$ cat config.mk
export PLATFORM = sky130hd
export DESIGN_NAME = tsp_target
export DESIGN_NICKNAME = d
export VERILOG_FILES = /design/src/rtl/tsp_sync.v /design/src/rtl/tsp_target.v
export VERILOG_INCLUDE_DIRS = /design/src /design/src/pkg
export SDC_FILE = /design/constraint.sdc
export NUM_CORES = 1
export LEC_CHECK = 0
export BUFFER_PORTS_ARGS = -buffer_cell sky130_fd_sc_hd__buf_2
export CORE_MARGIN = 2
export CORE_UTILIZATION = 50
export CTS_CLUSTER_SIZE = 30
export DETAILED_ROUTE_END_ITERATION = 16
export GPL_TIMING_DRIVEN = 0
export PLACE_DENSITY = 0.77
export SETUP_SLACK_MARGIN = 0.5
export SLEW_MARGIN = 20
export SYNTH_ARGS = -nofsm -noshare
export SYNTH_HDL_FRONTEND = slang
export SYNTH_SLANG_ARGS = --single-unit
$ cat constraint.sdc
create_clock -name mclk -period 4.75 [get_ports mclk]
set_input_delay 0.2375 -clock mclk [delete_from_list [all_inputs] [get_ports mclk]]
set_output_delay 0.2375 -clock mclk [all_outputs]
set_load 0.1 [all_outputs]
$ cat src/pkg/tsp_defines.vh
// Constants for the two-wire target serial port
// What this block does
// RQ1 - All target functions; general call address is never recognised or acknowledged.
// RQ2 - Four-bit mode select chooses 7/10-bit target, start/stop interrupts, or idle.
// RQ3 - When enabled in two-wire mode, pins driven only open-drain, if pins are inputs.
// RQ4 - After enable, wait for START then shift eight bits into byte shifter.
// RQ5 - Sample each incoming SDA bit on rising SCL.
// RQ6 - Compare shifter bits 7:1 with own address on eighth SCL falling edge.
// RQ7 - Match with flags clear: copy to buffer, set full, ack, flag on ninth fall.
// RQ8 - Full or overflow set: no copy, no ack, interrupt flag still set.
// RQ9 - Buffer read clears full flag; overflow clears only by software write.
// RQ10 - Ten-bit first byte is 11110, two address MSBs, write bit.
// RQ11 - After first ten-bit byte set flags, hold SCL; address write releases.
// RQ12 - After second ten-bit byte set flags again; matching address write releases.
// RQ13 - Ten-bit read after repeated START accepts high byte without address update.
// RQ14 - Matched address with write direction clears direction bit, buffers address.
// RQ15 - Interrupt flag set per data byte; software clears it and reads status.
// RQ16 - Matched address with read direction sets direction bit, acks, holds SCL.
// RQ17 - Buffer write in transmit loads shifter; SCL low until clock-release set.
// RQ18 - Transmit changes SDA on SCL falling edge, stable while SCL high.
// RQ19 - Ack latched on ninth rise; high ends transfer and resets, low continues.
// RQ20 - Controller waits while target stretches SCL low.
// RQ21 - Mode 0110 7-bit, 0111 10-bit, 1011 controller operation with target idle.
// RQ22 - Modes 1110 and 1111 add interrupt on START and STOP.
// RQ23 - Clock-release 0 holds SCL low; 1 releases it.
// RQ24 - Start and stop status bits record last condition; cleared on reset/disable.
// RQ25 - Disable returns to idle, releases pins, stops address matching.
`ifndef TSP_DEFINES_VH
`define TSP_DEFINES_VH
`define TSP_MODE_T7      4'h6
`define TSP_MODE_T10     4'h7
`define TSP_MODE_CTRL    4'hB
`define TSP_MODE_T7_SP   4'hE
`define TSP_MODE_T10_SP  4'hF
`define TSP_TEN_PREFIX   5'h1E
`define TSP_GENCALL      7'h00
`endif

$ cat src/rtl/tsp_sync.v
// Two-flop synchroniser with edge detection for a pin
`timescale 1ns/10ps
module tsp_sync (
  // Clock and reset
  input  wire mclk,
  input  wire rst,
  // Pin in
  input  wire din,
  // Synchronised level and edges
  output wire lvl,
  output wire rise,
  output wire fall
);
  reg s1_r;
  reg s2_r;
  reg s3_r;
  always @(posedge mclk or posedge rst) begin
    if (rst) begin
      s1_r <= 1'b1;
      s2_r <= 1'b1;
      s3_r <= 1'b1;
    end else begin
      s1_r <= din;
      s2_r <= s1_r;
      s3_r <= s2_r;
    end
  end
  assign lvl  = s2_r;
  assign rise = s2_r & ~s3_r;
  assign fall = ~s2_r & s3_r;
endmodule

$ cat src/rtl/tsp_target.v
// Two-wire serial port, target role
`timescale 1ns/10ps
`include "tsp_defines.vh"
module tsp_target (
  // Clock and reset
  input  wire       mclk,
  input  wire       rst,
  // Bus pins
  input  wire       scl_in,
  output wire       scl_out,
  output wire       scl_oe,
  input  wire       sda_in,
  output wire       sda_out,
  output wire       sda_oe,
  // Pin direction straps (1 = input)
  input  wire       scl_dir_in,
  input  wire       sda_dir_in,
  // Control
  input  wire       port_enable_bit,
  input  wire [3:0] port_mode_select,
  input  wire       clock_release_bit,
  input  wire       clock_release_wr,
  input  wire [7:0] own_address_register,
  input  wire       own_address_wr,
  input  wire [7:0] buf_wdata,
  input  wire       buf_wr,
  input  wire       buf_rd,
  input  wire       overflow_clr,
  input  wire       irq_clr,
  // Status
  output reg  [7:0] rx_tx_buffer,
  output reg        buffer_full_flag,
  output reg        receive_overflow_flag,
  output reg        port_interrupt_flag,
  output reg        address_update_needed,
  output reg        read_dir_flag,
  output reg        data_not_addr_flag,
  output reg        start_seen_flag,
  output reg        stop_seen_flag,
  output reg        clock_held
);
  localparam [4:0] ST_IDLE = 5'h01;
  localparam [4:0] ST_RX   = 5'h02;
  localparam [4:0] ST_ACK  = 5'h04;
  localparam [4:0] ST_TX   = 5'h08;
  localparam [4:0] ST_TACK = 5'h10;

  wire scl_s, scl_rise, scl_fall, sda_s, sda_rise, sda_fall;
  tsp_sync u_scl (.mclk(mclk), .rst(rst), .din(scl_in), .lvl(scl_s), .rise(scl_rise),
                  .fall(scl_fall));
  tsp_sync u_sda (.mclk(mclk), .rst(rst), .din(sda_in), .lvl(sda_s), .rise(sda_rise),
                  .fall(sda_fall));

  function is_target;
    input [3:0] m;
    begin
      is_target = (m == `TSP_MODE_T7) || (m == `TSP_MODE_T10) ||
                  (m == `TSP_MODE_T7_SP) || (m == `TSP_MODE_T10_SP); // RQ21 RQ22
    end
  endfunction
  function is_ten;
    input [3:0] m;
    begin
      is_ten = (m == `TSP_MODE_T10) || (m == `TSP_MODE_T10_SP); // RQ2
    end
  endfunction

  wire tgt_mode = is_target(port_mode_select);
  wire any_mode = tgt_mode || (port_mode_select == `TSP_MODE_CTRL); // RQ21
  wire ten_mode = is_ten(port_mode_select);
  wire sp_irq   = port_mode_select[3] & port_mode_select[2] & port_mode_select[1]; // RQ22
  wire active   = port_enable_bit & tgt_mode; // RQ25
  // Start/stop: SDA moves while SCL high
  wire start_det = sda_fall & scl_s;
  wire stop_det  = sda_rise & scl_s;

  reg [4:0] st_r;
  reg [7:0] sh_r;
  reg [3:0] cnt_r;
  reg       addr_phase_r;
  reg       ten_lo_r;
  reg       ten_hi_ok_r;
  reg       acking_r;
  reg       sda_low_r;
  reg       hold_r;
  reg       ack_pend_r;
  reg [1:0] hi_bits_r;

  wire [7:0] byte_in = {sh_r[6:0], sda_s};
  // Ten-bit high byte, read or write
  wire hi_match = (sh_r[7:3] == `TSP_TEN_PREFIX) &&
                  (sh_r[2:1] == own_address_register[2:1]); // RQ10
  wire seven_match = (sh_r[7:1] == own_address_register[7:1]) &&
                     (sh_r[7:1] != `TSP_GENCALL); // RQ1 RQ6
  wire lo_match = (sh_r == own_address_register);
  // Restored high byte must carry the prefix and the A9:A8 seen on the bus
  wire hi_restore = (own_address_register[7:3] == `TSP_TEN_PREFIX) &&
                    (own_address_register[2:1] == hi_bits_r); // RQ12

  always @(posedge mclk or posedge rst) begin
    if (rst) begin
      st_r                  <= ST_IDLE;
      sh_r                  <= 8'h00;
      cnt_r                 <= 4'h0;
      addr_phase_r          <= 1'b0;
      ten_lo_r              <= 1'b0;
      ten_hi_ok_r           <= 1'b0;
      acking_r              <= 1'b0;
      sda_low_r             <= 1'b0;
      hold_r                <= 1'b0;
      ack_pend_r            <= 1'b0;
      hi_bits_r             <= 2'h0;
      rx_tx_buffer          <= 8'h00;
      buffer_full_flag      <= 1'b0;
      receive_overflow_flag <= 1'b0;
      port_interrupt_flag   <= 1'b0;
      address_update_needed <= 1'b0;
      read_dir_flag         <= 1'b0;
      data_not_addr_flag    <= 1'b0;
      start_seen_flag       <= 1'b0;
      stop_seen_flag        <= 1'b0;
    end else if (!port_enable_bit) begin
      st_r                  <= ST_IDLE; // RQ25
      sda_low_r             <= 1'b0;
      hold_r                <= 1'b0;
      acking_r              <= 1'b0;
      ten_hi_ok_r           <= 1'b0;
      address_update_needed <= 1'b0;
      start_seen_flag       <= 1'b0; // RQ24
      stop_seen_flag        <= 1'b0;
      buffer_full_flag      <= 1'b0;
      if (overflow_clr)
        receive_overflow_flag <= 1'b0;
      if (irq_clr)
        port_interrupt_flag <= 1'b0;
    end else begin
      // Software side; hardware sets below win over these clears
      if (buf_rd)
        buffer_full_flag <= 1'b0; // RQ9
      if (overflow_clr)
        receive_overflow_flag <= 1'b0; // RQ9
      if (irq_clr)
        port_interrupt_flag <= 1'b0; // RQ15
      if (clock_release_wr)
        hold_r <= ~clock_release_bit; // RQ23
      if (own_address_wr && address_update_needed) begin
        // Low byte write releases at once; high byte restore only on a match
        if (addr_phase_r || hi_restore) begin
          address_update_needed <= 1'b0; // RQ11 RQ12
          hold_r                <= 1'b0;
        end
      end
      if (buf_wr && read_dir_flag) begin
        sh_r             <= buf_wdata; // RQ17
        rx_tx_buffer     <= buf_wdata;
        buffer_full_flag <= 1'b1;
      end
      if (start_det) begin
        start_seen_flag <= 1'b1; // RQ24
        stop_seen_flag  <= 1'b0;
        if (sp_irq)
          port_interrupt_flag <= 1'b1; // RQ22
        if (active) begin
          st_r         <= ST_RX; // RQ4
          cnt_r        <= 4'h0;
          addr_phase_r <= 1'b1;
          ten_lo_r     <= 1'b0;
          sda_low_r    <= 1'b0;
          read_dir_flag <= 1'b0;
        end
      end else if (stop_det) begin
        stop_seen_flag  <= 1'b1;
        start_seen_flag <= 1'b0;
        if (sp_irq)
          port_interrupt_flag <= 1'b1;
        st_r        <= ST_IDLE;
        sda_low_r   <= 1'b0;
        ten_hi_ok_r <= 1'b0;
      end else if (active) begin
        case (st_r)
          ST_RX: begin
            if (scl_rise) begin
              sh_r  <= byte_in; // RQ5
              cnt_r <= cnt_r + 4'h1;
            end else if (scl_fall && cnt_r == 4'h8) begin
              // Eighth falling edge: decide match and ack
              acking_r   <= 1'b0;
              ack_pend_r <= 1'b0;
              st_r       <= ST_ACK;
              if (addr_phase_r) begin
                if (!ten_mode && seven_match) begin
                  ack_pend_r <= 1'b1; // RQ6
                end else if (ten_mode && !ten_lo_r && hi_match &&
                             (!sh_r[0] || ten_hi_ok_r)) begin
                  ack_pend_r <= 1'b1; // RQ10 RQ13
                end else if (ten_mode && ten_lo_r && lo_match) begin
                  ack_pend_r <= 1'b1;
                end else begin
                  st_r <= ST_IDLE; // No match, ignore rest of frame
                end
              end else begin
                ack_pend_r <= 1'b1;
              end
              if (!(addr_phase_r && !(ten_mode ? (ten_lo_r ? lo_match : hi_match &&
                  (!sh_r[0] || ten_hi_ok_r)) : seven_match))) begin
                if (!buffer_full_flag && !receive_overflow_flag) begin
                  rx_tx_buffer     <= sh_r; // RQ7 RQ14
                  buffer_full_flag <= 1'b1;
                  sda_low_r        <= 1'b1;
                  acking_r         <= 1'b1;
                end else if (!addr_phase_r) begin
                  receive_overflow_flag <= 1'b1; // RQ8
                end
                data_not_addr_flag <= ~addr_phase_r;
                if (addr_phase_r && (!ten_mode || ten_lo_r || !sh_r[0]))
                  read_dir_flag <= ten_mode ? 1'b0 : sh_r[0]; // RQ14 RQ16
                if (addr_phase_r && ten_mode && !ten_lo_r && sh_r[0])
                  read_dir_flag <= 1'b1; // RQ13
              end
            end
          end
          ST_ACK: begin
            if (scl_fall) begin
              // Ninth falling edge
              sda_low_r           <= 1'b0;
              cnt_r               <= 4'h0;
              port_interrupt_flag <= 1'b1; // RQ7 RQ8 RQ15
              st_r                <= ST_RX;
              if (addr_phase_r && ten_mode && !ten_lo_r && !sh_r[0]) begin
                ten_lo_r              <= 1'b1; // RQ11
                hi_bits_r             <= sh_r[2:1];
                address_update_needed <= 1'b1;
                hold_r                <= 1'b1;
              end else if (addr_phase_r && ten_mode && ten_lo_r) begin
                addr_phase_r          <= 1'b0; // RQ12
                ten_hi_ok_r           <= 1'b1;
                address_update_needed <= 1'b1;
                hold_r                <= 1'b1;
              end else if (read_dir_flag && acking_r) begin
                st_r  <= ST_TX; // RQ16
                hold_r <= 1'b1;
                addr_phase_r <= 1'b0;
              end else begin
                addr_phase_r <= 1'b0;
              end
              if (!acking_r && addr_phase_r)
                st_r <= ST_IDLE;
            end
          end
          ST_TX: begin
            // Bit 7 goes out with the load, while SCL is still held low
            if (buf_wr && cnt_r == 4'h0) begin
              sda_low_r <= ~buf_wdata[7]; // RQ18
              cnt_r     <= 4'h1;
            end else if (scl_fall && cnt_r != 4'h0) begin
              if (cnt_r == 4'h8) begin
                sda_low_r        <= 1'b0;
                buffer_full_flag <= 1'b0;
                st_r             <= ST_TACK;
              end else begin
                sh_r      <= {sh_r[6:0], 1'b0};
                sda_low_r <= ~sh_r[6]; // RQ18
                cnt_r     <= cnt_r + 4'h1;
              end
            end
          end
          ST_TACK: begin
            if (scl_rise) begin
              if (sda_s) begin
                ack_pend_r    <= 1'b0; // RQ19
                read_dir_flag <= 1'b0;
                data_not_addr_flag <= 1'b0;
                ten_hi_ok_r   <= 1'b0;
              end else begin
                ack_pend_r <= 1'b1;
              end
            end else if (scl_fall) begin
              port_interrupt_flag <= 1'b1; // RQ15
              if (ack_pend_r) begin
                st_r   <= ST_TX; // RQ19
                cnt_r  <= 4'h0;
                hold_r <= 1'b1;
              end else begin
                st_r <= ST_IDLE; // RQ19
              end
            end
          end
          default: st_r <= ST_IDLE;
        endcase
      end
    end
  end

  // Open-drain only, and only when the pins are left as inputs
  wire pins_ok = port_enable_bit & any_mode & scl_dir_in & sda_dir_in; // RQ3
  assign scl_out = 1'b0;
  assign sda_out = 1'b0;
  assign scl_oe  = pins_ok & active & hold_r; // RQ20 RQ23
  assign sda_oe  = pins_ok & active & sda_low_r;
  always @* clock_held = hold_r;
endmodule

### Word-level counts from Yosys, hierarchy flattened

Index checks and enable logic that the tools add are counted.

* register bits: 48
* output and inout bits: 21
* logic and storage cells: 368

* add/subtract/negate cells: 1
* equality and inequality tests: 64
* multiplexer cells: 190
* bitwise logic cells: 25
* reduce and logical (&&, ||, !) cells: 62

Operator list (number)
* two-way mux 8 bit: 17
* two-way mux 1 bit: 128
* two-way mux 5 bit: 14
* two-way mux 4 bit: 16
* != test 5 bit (second input constant): 10
* != test 3 bit (second input constant): 10
* != test 4 bit (second input constant): 7
* logical AND 1 bit: 25
* AND reduction 7 bit: 3
* != test 2 bit (second input constant): 10
* case mux 5 bit (4 select lines): 1
* AND reduction 10 bit: 2
* equality test 4 bit (second input constant): 4
* case mux 4 bit (4 select lines): 1
* case mux 8 bit (2 select lines): 1
* AND reduction 8 bit: 2
* AND 1 bit: 15
* equality test 5 bit (second input constant): 3
* case mux 1 bit (2 select lines): 7
* two-way mux 3 bit: 4
* AND reduction 12 bit: 1
* AND reduction 11 bit: 1
* NOT 1 bit: 10
* nonzero test 2 bit: 5
* 25 further kinds: 45

### Logic depth before layout (Yosys ltp)

Gate-level depths: netlist (run 1).

* depth after elaboration: 15
* depth in mapped cells: 9
* gate-level depth less buffers: 8

### Cells and area by module

A second synthesis (run 1) with hierarchy kept.

* cell total of the unflattened synthesis: 367
* area, all modules: 3234.4 sq um

By module, submodules not included
* tsp_target: instances 1, cells each 355, area each 3039.2 sq um, sequential area each 1052.3 sq um
* tsp_sync: instances 2, cells each 6, area each 97.6 sq um, sequential area each 78.8 sq um

### Worst setup path after synthesis (run 1)

Ideal clock, no wire load.

* kind: reg2reg
* start point: reg buffer_full_flag
* end point: reg rx_tx_buffer[6]
* library setup time: 123 ps
* data arrival time: 2228 ps
* setup slack: 2399 ps
* cell stages (with the launch flop): 7
* buffers on the path: 1
* cells stage by stage: dfrtp_1 or2_2 a2111oi_0 a2bb2oi_1 or2_1 buf_6 o221a_2

* longest elaborated chain between the ends: 10

Ends and longest elaborated chain
* start: declaration: line tsp_target.v:32 `output reg buffer_full_flag,`
* start signal: assignment: line tsp_target.v:114 `buffer_full_flag <= 1'b0;`
* start signal: assignment: line tsp_target.v:131 `buffer_full_flag <= 1'b0;`
* start signal: assignment: line tsp_target.v:139 `buffer_full_flag <= 1'b0;`
* zero test 1 bit: line tsp_target.v:206 `if (!buffer_full_flag && !receive_overflow_flag) begin`
* logical AND 1 bit: line tsp_target.v:206
* two-way mux 8 bit: line tsp_target.v:206
* two-way mux 8 bit: line tsp_target.v:204 `if (!(addr_phase_r && !(ten_mode ? (ten_lo_r ? lo_match : hi_match &&`
* two-way mux 8 bit: line tsp_target.v:185 `end else if (scl_fall && cnt_r == 4'h8) begin`
* two-way mux 8 bit: line tsp_target.v:182 `if (scl_rise) begin`
* two-way mux 8 bit: line tsp_target.v:180 `case (st_r)`
* two-way mux 8 bit: line tsp_target.v:179 `end else if (active) begin`
* two-way mux 8 bit: line tsp_target.v:171 `end else if (stop_det) begin`
* two-way mux 8 bit: line tsp_target.v:158 `if (start_det) begin`
* end signal: assignment: line tsp_target.v:155 `rx_tx_buffer <= buf_wdata;`
* end signal: assignment: line tsp_target.v:207 `rx_tx_buffer <= sh_r;`
* end: declaration: line tsp_target.v:31 `output reg [7:0] rx_tx_buffer,`

No other way between the ends.
A chain may end at the register's enable or synchronous reset.

### Worst setup path after layout (run 1)

* start point: reg u_sda.s2_r (netlist: u_sda.lvl)
* end point: reg sh_r[1]

* longest elaborated chain between the ends: 4

Ends and longest elaborated chain
* start: declaration: line tsp_sync.v:15 `reg s2_r;`
* start signal: assignment: line tsp_sync.v:24 `s2_r <= s1_r;`
* AND 1 bit or NOT 1 bit (tied branches): line tsp_sync.v:29, tsp_sync.v:30
* AND 1 bit (on tied branches): line tsp_target.v:75, tsp_sync.v:30
* two-way mux 8 bit or AND 1 bit (tied branches): line tsp_target.v:171, tsp_target.v:74
* two-way mux 8 bit (*): line tsp_target.v:158
* end signal: assignment: line tsp_target.v:154 `sh_r <= buf_wdata;`
* end signal: assignment: line tsp_target.v:183 `sh_r <= byte_in;`
* end signal: assignment: line tsp_target.v:261 `sh_r <= {sh_r[6:0], 1'b0};`
* end: declaration: line tsp_target.v:78 `reg [7:0] sh_r;`

Mark *: on every way between the ends. The rest lies on a longest branch, timed or not.

==> results.ini, run 1 <==
[worst_setup_path]
critPathLaunchType = register
critical_path_class = reg2reg
required_ns = 4.92
arrival_ns = 2.83
end_kind = register
worstPathMaxFanout = 9

[final_layout]
final_area_um2 = 3791
final_cell_mix = buf_2 (59), dfrtp_1 (41), nand2_1 (39)
syn_to_final_growth_pct = 16.31
finalNetCount = 472
drive_above_1_share_pct = 24.49
diodes = 0
layout_commonest_cell = buf_2

[pwr]
peakVddDrop_v = 0.0001867
combPwrFrac_pct = 18.2
p_sw_share_pct = 29.79
p_int_uw = 658.8
power_density_nw_per_um2 = 247.5
seqPwrFrac_pct = 47.4
power_switching_uw = 279.6
power_uw = 938.3
p_leak_nw = 1.664
pwr-share-clk_pct = 34.4

[detailed_routing]
vias = 3187
routed_wl_um = 9184
vias_per_cell = 6.200
remaining_drc_errors = 0
firstDrtPassIters = 5
final_antenna_net_count = 0
wire_per_inst_um = 17.87
drtIter0Drc = 340

[placement]
postPlaceCellArea_um2 = 3640
gp_congestion = 0.9400
hpwl_um = 6873
io_buffers = 52

[global_route]
grt_pass1_vias = 2999
grt_pass1_wl_um = 14950
grt_overflow = 0
grt_max_degree = 31
antenna_found_initial = 0
grt_use_total_pct = 26.30

[clocking]
cts.sinks = 48
cts_buffers = 5
cts_tree = yes
clk_pin_slew_ns = 0.09
clock_path_buffers = 2
clock-root-buffer = clkbuf_8
cts-resized-gates = 0
clk_latency_ns = 0.32
cts-htree-levels = 2

[floorplanning]
die_h_um = 84.74
initial_utilization_pct = 51.63
io_pins = 55
rows = 29
die_w_um = 84.74
dieArea_um2 = 7181
core_um2 = 6314

[synth]
synth.area.top_cells = dfrtp_1 (31%), dfstp_2 (5.6%), nand2_1 (4.5%), nand2b_1 (4.0%), o21ai_0 (4.0%)
ys_seq_area_share_pct = 37.12
synthFlopType = dfrtp_1
ys_warn_count = 0
synth-seq-cells = 48
synth_top_area_cell = dfrtp_1
synth.avg_cell_area_um2 = 8.762
syn_inst = 372
async_reset_ff_share_pct = 100.0
synth_edf_count = 0
ys_types = 70
synth_area_um2 = 3259
synth_top_area_share_pct = 31.48

[sta]
tightestPinTransition_ns = 0.7415
clock.fmax_mhz = 376.1
setup_violations = 0
period_minus_slack_ns = 2.659
drv_slew = 0
rsz0062_at_grt = false
fin_skew_ns = 0.009974
slew_headroom_pct = 50.04
finalCritPeriodShare_pct = 55.97
setup_tns_ns = 0
hold_viol = 0

[outcome]
status = complete, no violations

[job]
drv_cap = 0

[hold_path]
hp-class = in2reg

==> power groups by stage <==
stage	Clock [mW]	Combinational, mW	Sequential [mW]
after global routing	0.342	0.190	0.447
after detailed placement	0	0.169	0.452
final	0.323	0.171	0.445
after floorplan	0	0.105	0.461
after global placement	0	0.163	0.450
after CTS	0.328	0.170	0.444
==> kinds of logic (layout without fill, tap and decap cells) <==
family	after synthesis	after routing	share of synthesized area (%)
AO/OA/AOI/OAI	106	106	24.42
XOR/XNOR	11	11	2.956
adder cells (fa/ha/maj)	2	2	0.7676
buffers and inverters	33	97	4.837
flip-flops	48	48	37.12
multiplexers	9	9	2.879
other	1	2	0.1151
AND/OR/NAND/NOR	162	162	26.91
==> registers in the layout, summed over array words and instances, names as in the netlist, 2 cells and up <==
signal        count
hi_bits_r         2
rx_tx_buffer      8
cnt_r             4
sh_r              8
st_r              5
==> metal layers <==
layer	routed length, µm	global-route usage (%)
met1	4155	38.33
met2	3901	38.08
met4	272	10.10
met5	0	0
met3	854	5.900
==> critical path, stage by stage, from the launching register on <==
cell	delay, ns
dfstp_2	0.53
buf_2	0.21
xor2_1	0.18
a21boi_1	0.38
nand2_1	0.29
o21ai_0	0.68
o221ai_1	0.23
==> metrics by stage <==
step / instances / hold slack [ns] / setup WS, ns / utilization [%]
6_report: 514 / 0.08603 / 2.091 / 60.05
5_1_grt: 514 / 0.1066 / 1.902 / 60.05
4_1_cts: 512 / 0.004881 / 2.132 / 59.73
3_5_place_dp: 503 / 0.2736 / 2.155 / 57.65
3_3_place_gp: 502 / 0.3432 / 2.221 / 57.33
2_1_floorplan: 373 / 0.2420 / 2.399 / -
==> final timing paths <==
kind	endpoint	cells after the start	slack [ns]	startpoint
max	sh_r[1]	6	2.09	u_sda.lvl
min	port_interrupt_flag	2	0.09	irq_clr
max reg2reg	sh_r[1]	6	2.09	u_sda.lvl
min reg2reg	u_sda.lvl	0	0.36	u_sda.s1_r
max in group asynchronous	st_r[0]	4	3.73	rst
min in group asynchronous	st_r[4]	3	0.46	rst
==> final cells by class <==
cell class                      instances  area [µm²]
Fill cell                             596        2522
Multi-Input combinational cell        292        1896
Tap cell                               77       96.34
Clock buffer                            6       82.58
Sequential cell                        48        1210
Timing Repair Buffer                   56       310.3
Clock inverter                          2       38.79
Buffer                                 23       120.1
Inverter                               10       37.54
==> cell usage after synthesis (3+ instances only) <==
library cell / number
nand4_1: 7
dfstp_2: 7
o221ai_1: 7
or3_1: 5
or2_2: 4
mux2_2: 3
a22oi_1: 5
o221a_2: 8
o211ai_1: 4
clkbuf_1: 10
nand2b_1: 21
a21boi_1: 3
o41ai_1: 3
nand2_1: 39
a21oi_1: 10
nand3_1: 16
nor3_1: 4
a211oi_1: 4
inv_1: 10
o31ai_1: 3
dfrtp_1: 41
xor2_1: 5
o22ai_1: 5
a2bb2oi_1: 4
xnor2_1: 6
nor2_1: 27
buf_2: 7
or4_1: 4
and3_1: 6
mux2i_1: 6
nor2b_1: 5
and2_1: 8
o32ai_1: 3
o21ai_0: 26
==> timing repair <==
action                                 4_1_cts  5_1_grt
hold buffers                                 1        2
endpoints found under the hold margin       12        2
setup buffers                                0        0
(Power assumes the default switching activity.)
==> run 2: changes to the inputs <==
--- a/config.mk
+++ b/config.mk
@@ -12,7 +12,7 @@
 export CTS_CLUSTER_SIZE = 30
 export DETAILED_ROUTE_END_ITERATION = 16
 export GPL_TIMING_DRIVEN = 0
-export PLACE_DENSITY = 0.77
+export PLACE_DENSITY = 0.8
 export SETUP_SLACK_MARGIN = 0.5
 export SLEW_MARGIN = 20
 export SYNTH_ARGS = -nofsm -noshare
==> constraint.sdc (replaced) <==
create_clock -name mclk -period 2.36 [get_ports mclk]
set_input_delay 0.118 -clock mclk [delete_from_list [all_inputs] [get_ports mclk]]
set_output_delay 0.118 -clock mclk [all_outputs]
set_load 0.1 [all_outputs]
==> results.ini, run 2 (synthesized netlist as in run 1, its figures left out) <==
[pwr]
combPwrFrac_pct = 30.0
power_density_nw_per_um2 = 401.4
p_leak_nw = 2.173
p_sw_share_pct = 35.12
peakVddDrop_v = 0.0004023
seqPwrFrac_pct = 44.0
p_int_mw = 1.330
pwr-share-clk_pct = 26.0
power_switching_uw = 720.0

[global_route]
antenna_found_initial = 0
grt_pass1_vias = 3656
grt_overflow = 0
grt_pass1_wl_um = 18310
grt_max_degree = 27
grt_use_total_pct = 32.41

[clocking]
clk_pin_slew_ns = 0.10
clk_latency_ns = 0.32
cts_buffers = 5
clock-root-buffer = clkbuf_8
cts.sinks = 48
cts-htree-levels = 2
clock_path_buffers = 2
cts_tree = yes

[placement]
post-place-ws_ns = -0.03512
gp_congestion = 0.9419
place_inst = 503
io_buffers = 52
hpwl_um = 7037

[sta]
rsz0062_at_grt = true
slew_headroom_pct = 63.36
finalCritPeriodShare_pct = 97.56
postLayoutSetupSlackWorst_ns = 0.05765
period_minus_slack_ns = 2.302
tightestPinTransition_ns = 0.5496
setup_violations = 0
fin_skew_ns = 0.01240
hold_viol = 0
clock.fmax_mhz = 434.3
drv_slew = 0

[detailed_routing]
routed_wl_um = 13070
vias_per_cell = 6.704
vias = 3855
wire_per_inst_um = 22.74
drtIter0Drc = 423
final_antenna_net_count = 0
remaining_drc_errors = 0
firstDrtPassIters = 5

[worst_setup_path]
end_kind = register
critical_path_class = reg2reg
critPathLaunchType = register
arrival_ns = 2.52
worstPathMaxFanout = 5
r2r_setup_slack_ns = 0.06
required_ns = 2.58

[final_layout]
finalNetCount = 533
layout_commonest_cell = buf_2
drive_above_1_share_pct = 51.20
utilization_pct = 80.92
fillers = 359
reg.largest.list = rx_tx_buffer x8, sh_r x8, st_r x5
finalNonFillerCells = 575
diodes = 0
final_cell_mix = buf_2 (54), buf_4 (44), nand2_1 (32)
syn_to_final_growth_pct = 56.74

[floorplanning]
rows = 29
initial_utilization_pct = 51.63
die_w_um = 84.74
io_pins = 55
dieArea_um2 = 7181
die_h_um = 84.74
core_um2 = 6314

[outcome]
status = complete, no violations

[job]
drv_cap = 0

[hold_path]
hp-class = in2reg

## run 2: cell count changes in the layout (fill, tap and decap cells not counted), moves of 6 or more
cell	before	now
dfrtp_2	0	10
nand2_2	0	6
o21ai_0	26	17
nor2_4	0	6
nand3_1	16	10
a21oi_1	10	1
o21ai_1	0	7
o221a_4	0	8
a21oi_2	1	8
o221a_2	8	0
buf_4	2	44
dfrtp_1	41	29
nand2_1	39	32
buf_6	2	19
## run 2: repair_timing
item	CTS	global route
hold endpoints to repair	18	0
cloned	2	1
resized for setup	91	42
endpoints found under the setup margin	35	37
hold buffers	4	0
pin swaps	32	20
setup buffers	45	12
## run 2: per-stage QoR
| stage | area (µm²) | hold WS (ns) | TNS (ns) | total power [mW] |
|---|---|---|---|---|
| 3_3_place_gp | 3875 | 0.2247 | -0.02720 | 1.277 |
| 6_report | 5109 | 0.1065 | 0 | 2.050 |
| 5_1_grt | 5109 | 0.1399 | 0 | 2.104 |
| 2_1_floorplan | 3518 | 0.1225 | 0 | 1.178 |
| 4_1_cts | 4831 | 0.1202 | 0 | 1.940 |
| 3_5_place_dp | 3895 | 0.1756 | -0.05619 | 1.290 |
## run 2: worst paths after layout
| check | startpoint | endpoint | depth (start not counted) |
|---|---|---|---|
| max in group asynchronous | rst | addr_phase_r | 4 |
| hold reg to reg | u_sda.s1_r | u_sda.lvl | 0 |
| hold / removal | port_mode_select[3] | port_interrupt_flag | 3 |
| setup reg to reg | sh_r[6] | rx_tx_buffer[7] | 9 |
| setup / recovery | sh_r[6] | rx_tx_buffer[7] | 9 |
| min in group asynchronous | rst | port_interrupt_flag | 3 |
## run 2: layer usage
metal / track usage, % / vias to the layer above / part of all wire, %
li1: - / 1621 / -
met4: 15.87 / 0 / 5.0
met2: 51.83 / 285 / 48
met1: 42.27 / 1881 / 38
met5: 0 / - / 0
met3: 6.096 / 68 / 9.9
## run 2: cell type report
type	instances	area, µm²	area share, %
buffer	23	226.5	4.433
clock buffer	5	68.82	1.347
clock inverter	3	21.27	0.4164
inverter	10	37.54	0.7348
multi-input combinational	293	2577	50.45
sequential	48	1230	24.08
tap	77	96.34	1.886
timing repair buffer	116	850.8	16.65
## run 2: power by group through the flow
| stage | Combinational [mW] | Sequential [mW] | Clock (mW) |
|---|---|---|---|
| 3_5_place_dp | 0.374 | 0.916 | 0 |
| 6_report | 0.615 | 0.902 | 0.533 |
| 3_3_place_gp | 0.363 | 0.914 | 0 |
| 5_1_grt | 0.641 | 0.907 | 0.556 |
| 2_1_floorplan | 0.246 | 0.932 | 0 |
| 4_1_cts | 0.512 | 0.896 | 0.532 |
## run 2: worst max-delay path, cell delays in order (launching register included)
cell and delay (ns):
dfrtp_1 0.39, buf_6 0.13, or4_4 0.49, nor3_4 0.25, buf_6 0.15, a2111oi_4 0.04, a2bb2oi_4 0.26, clkbuf_8 0.19
o21ai_0 0.14, o221a_4 0.16
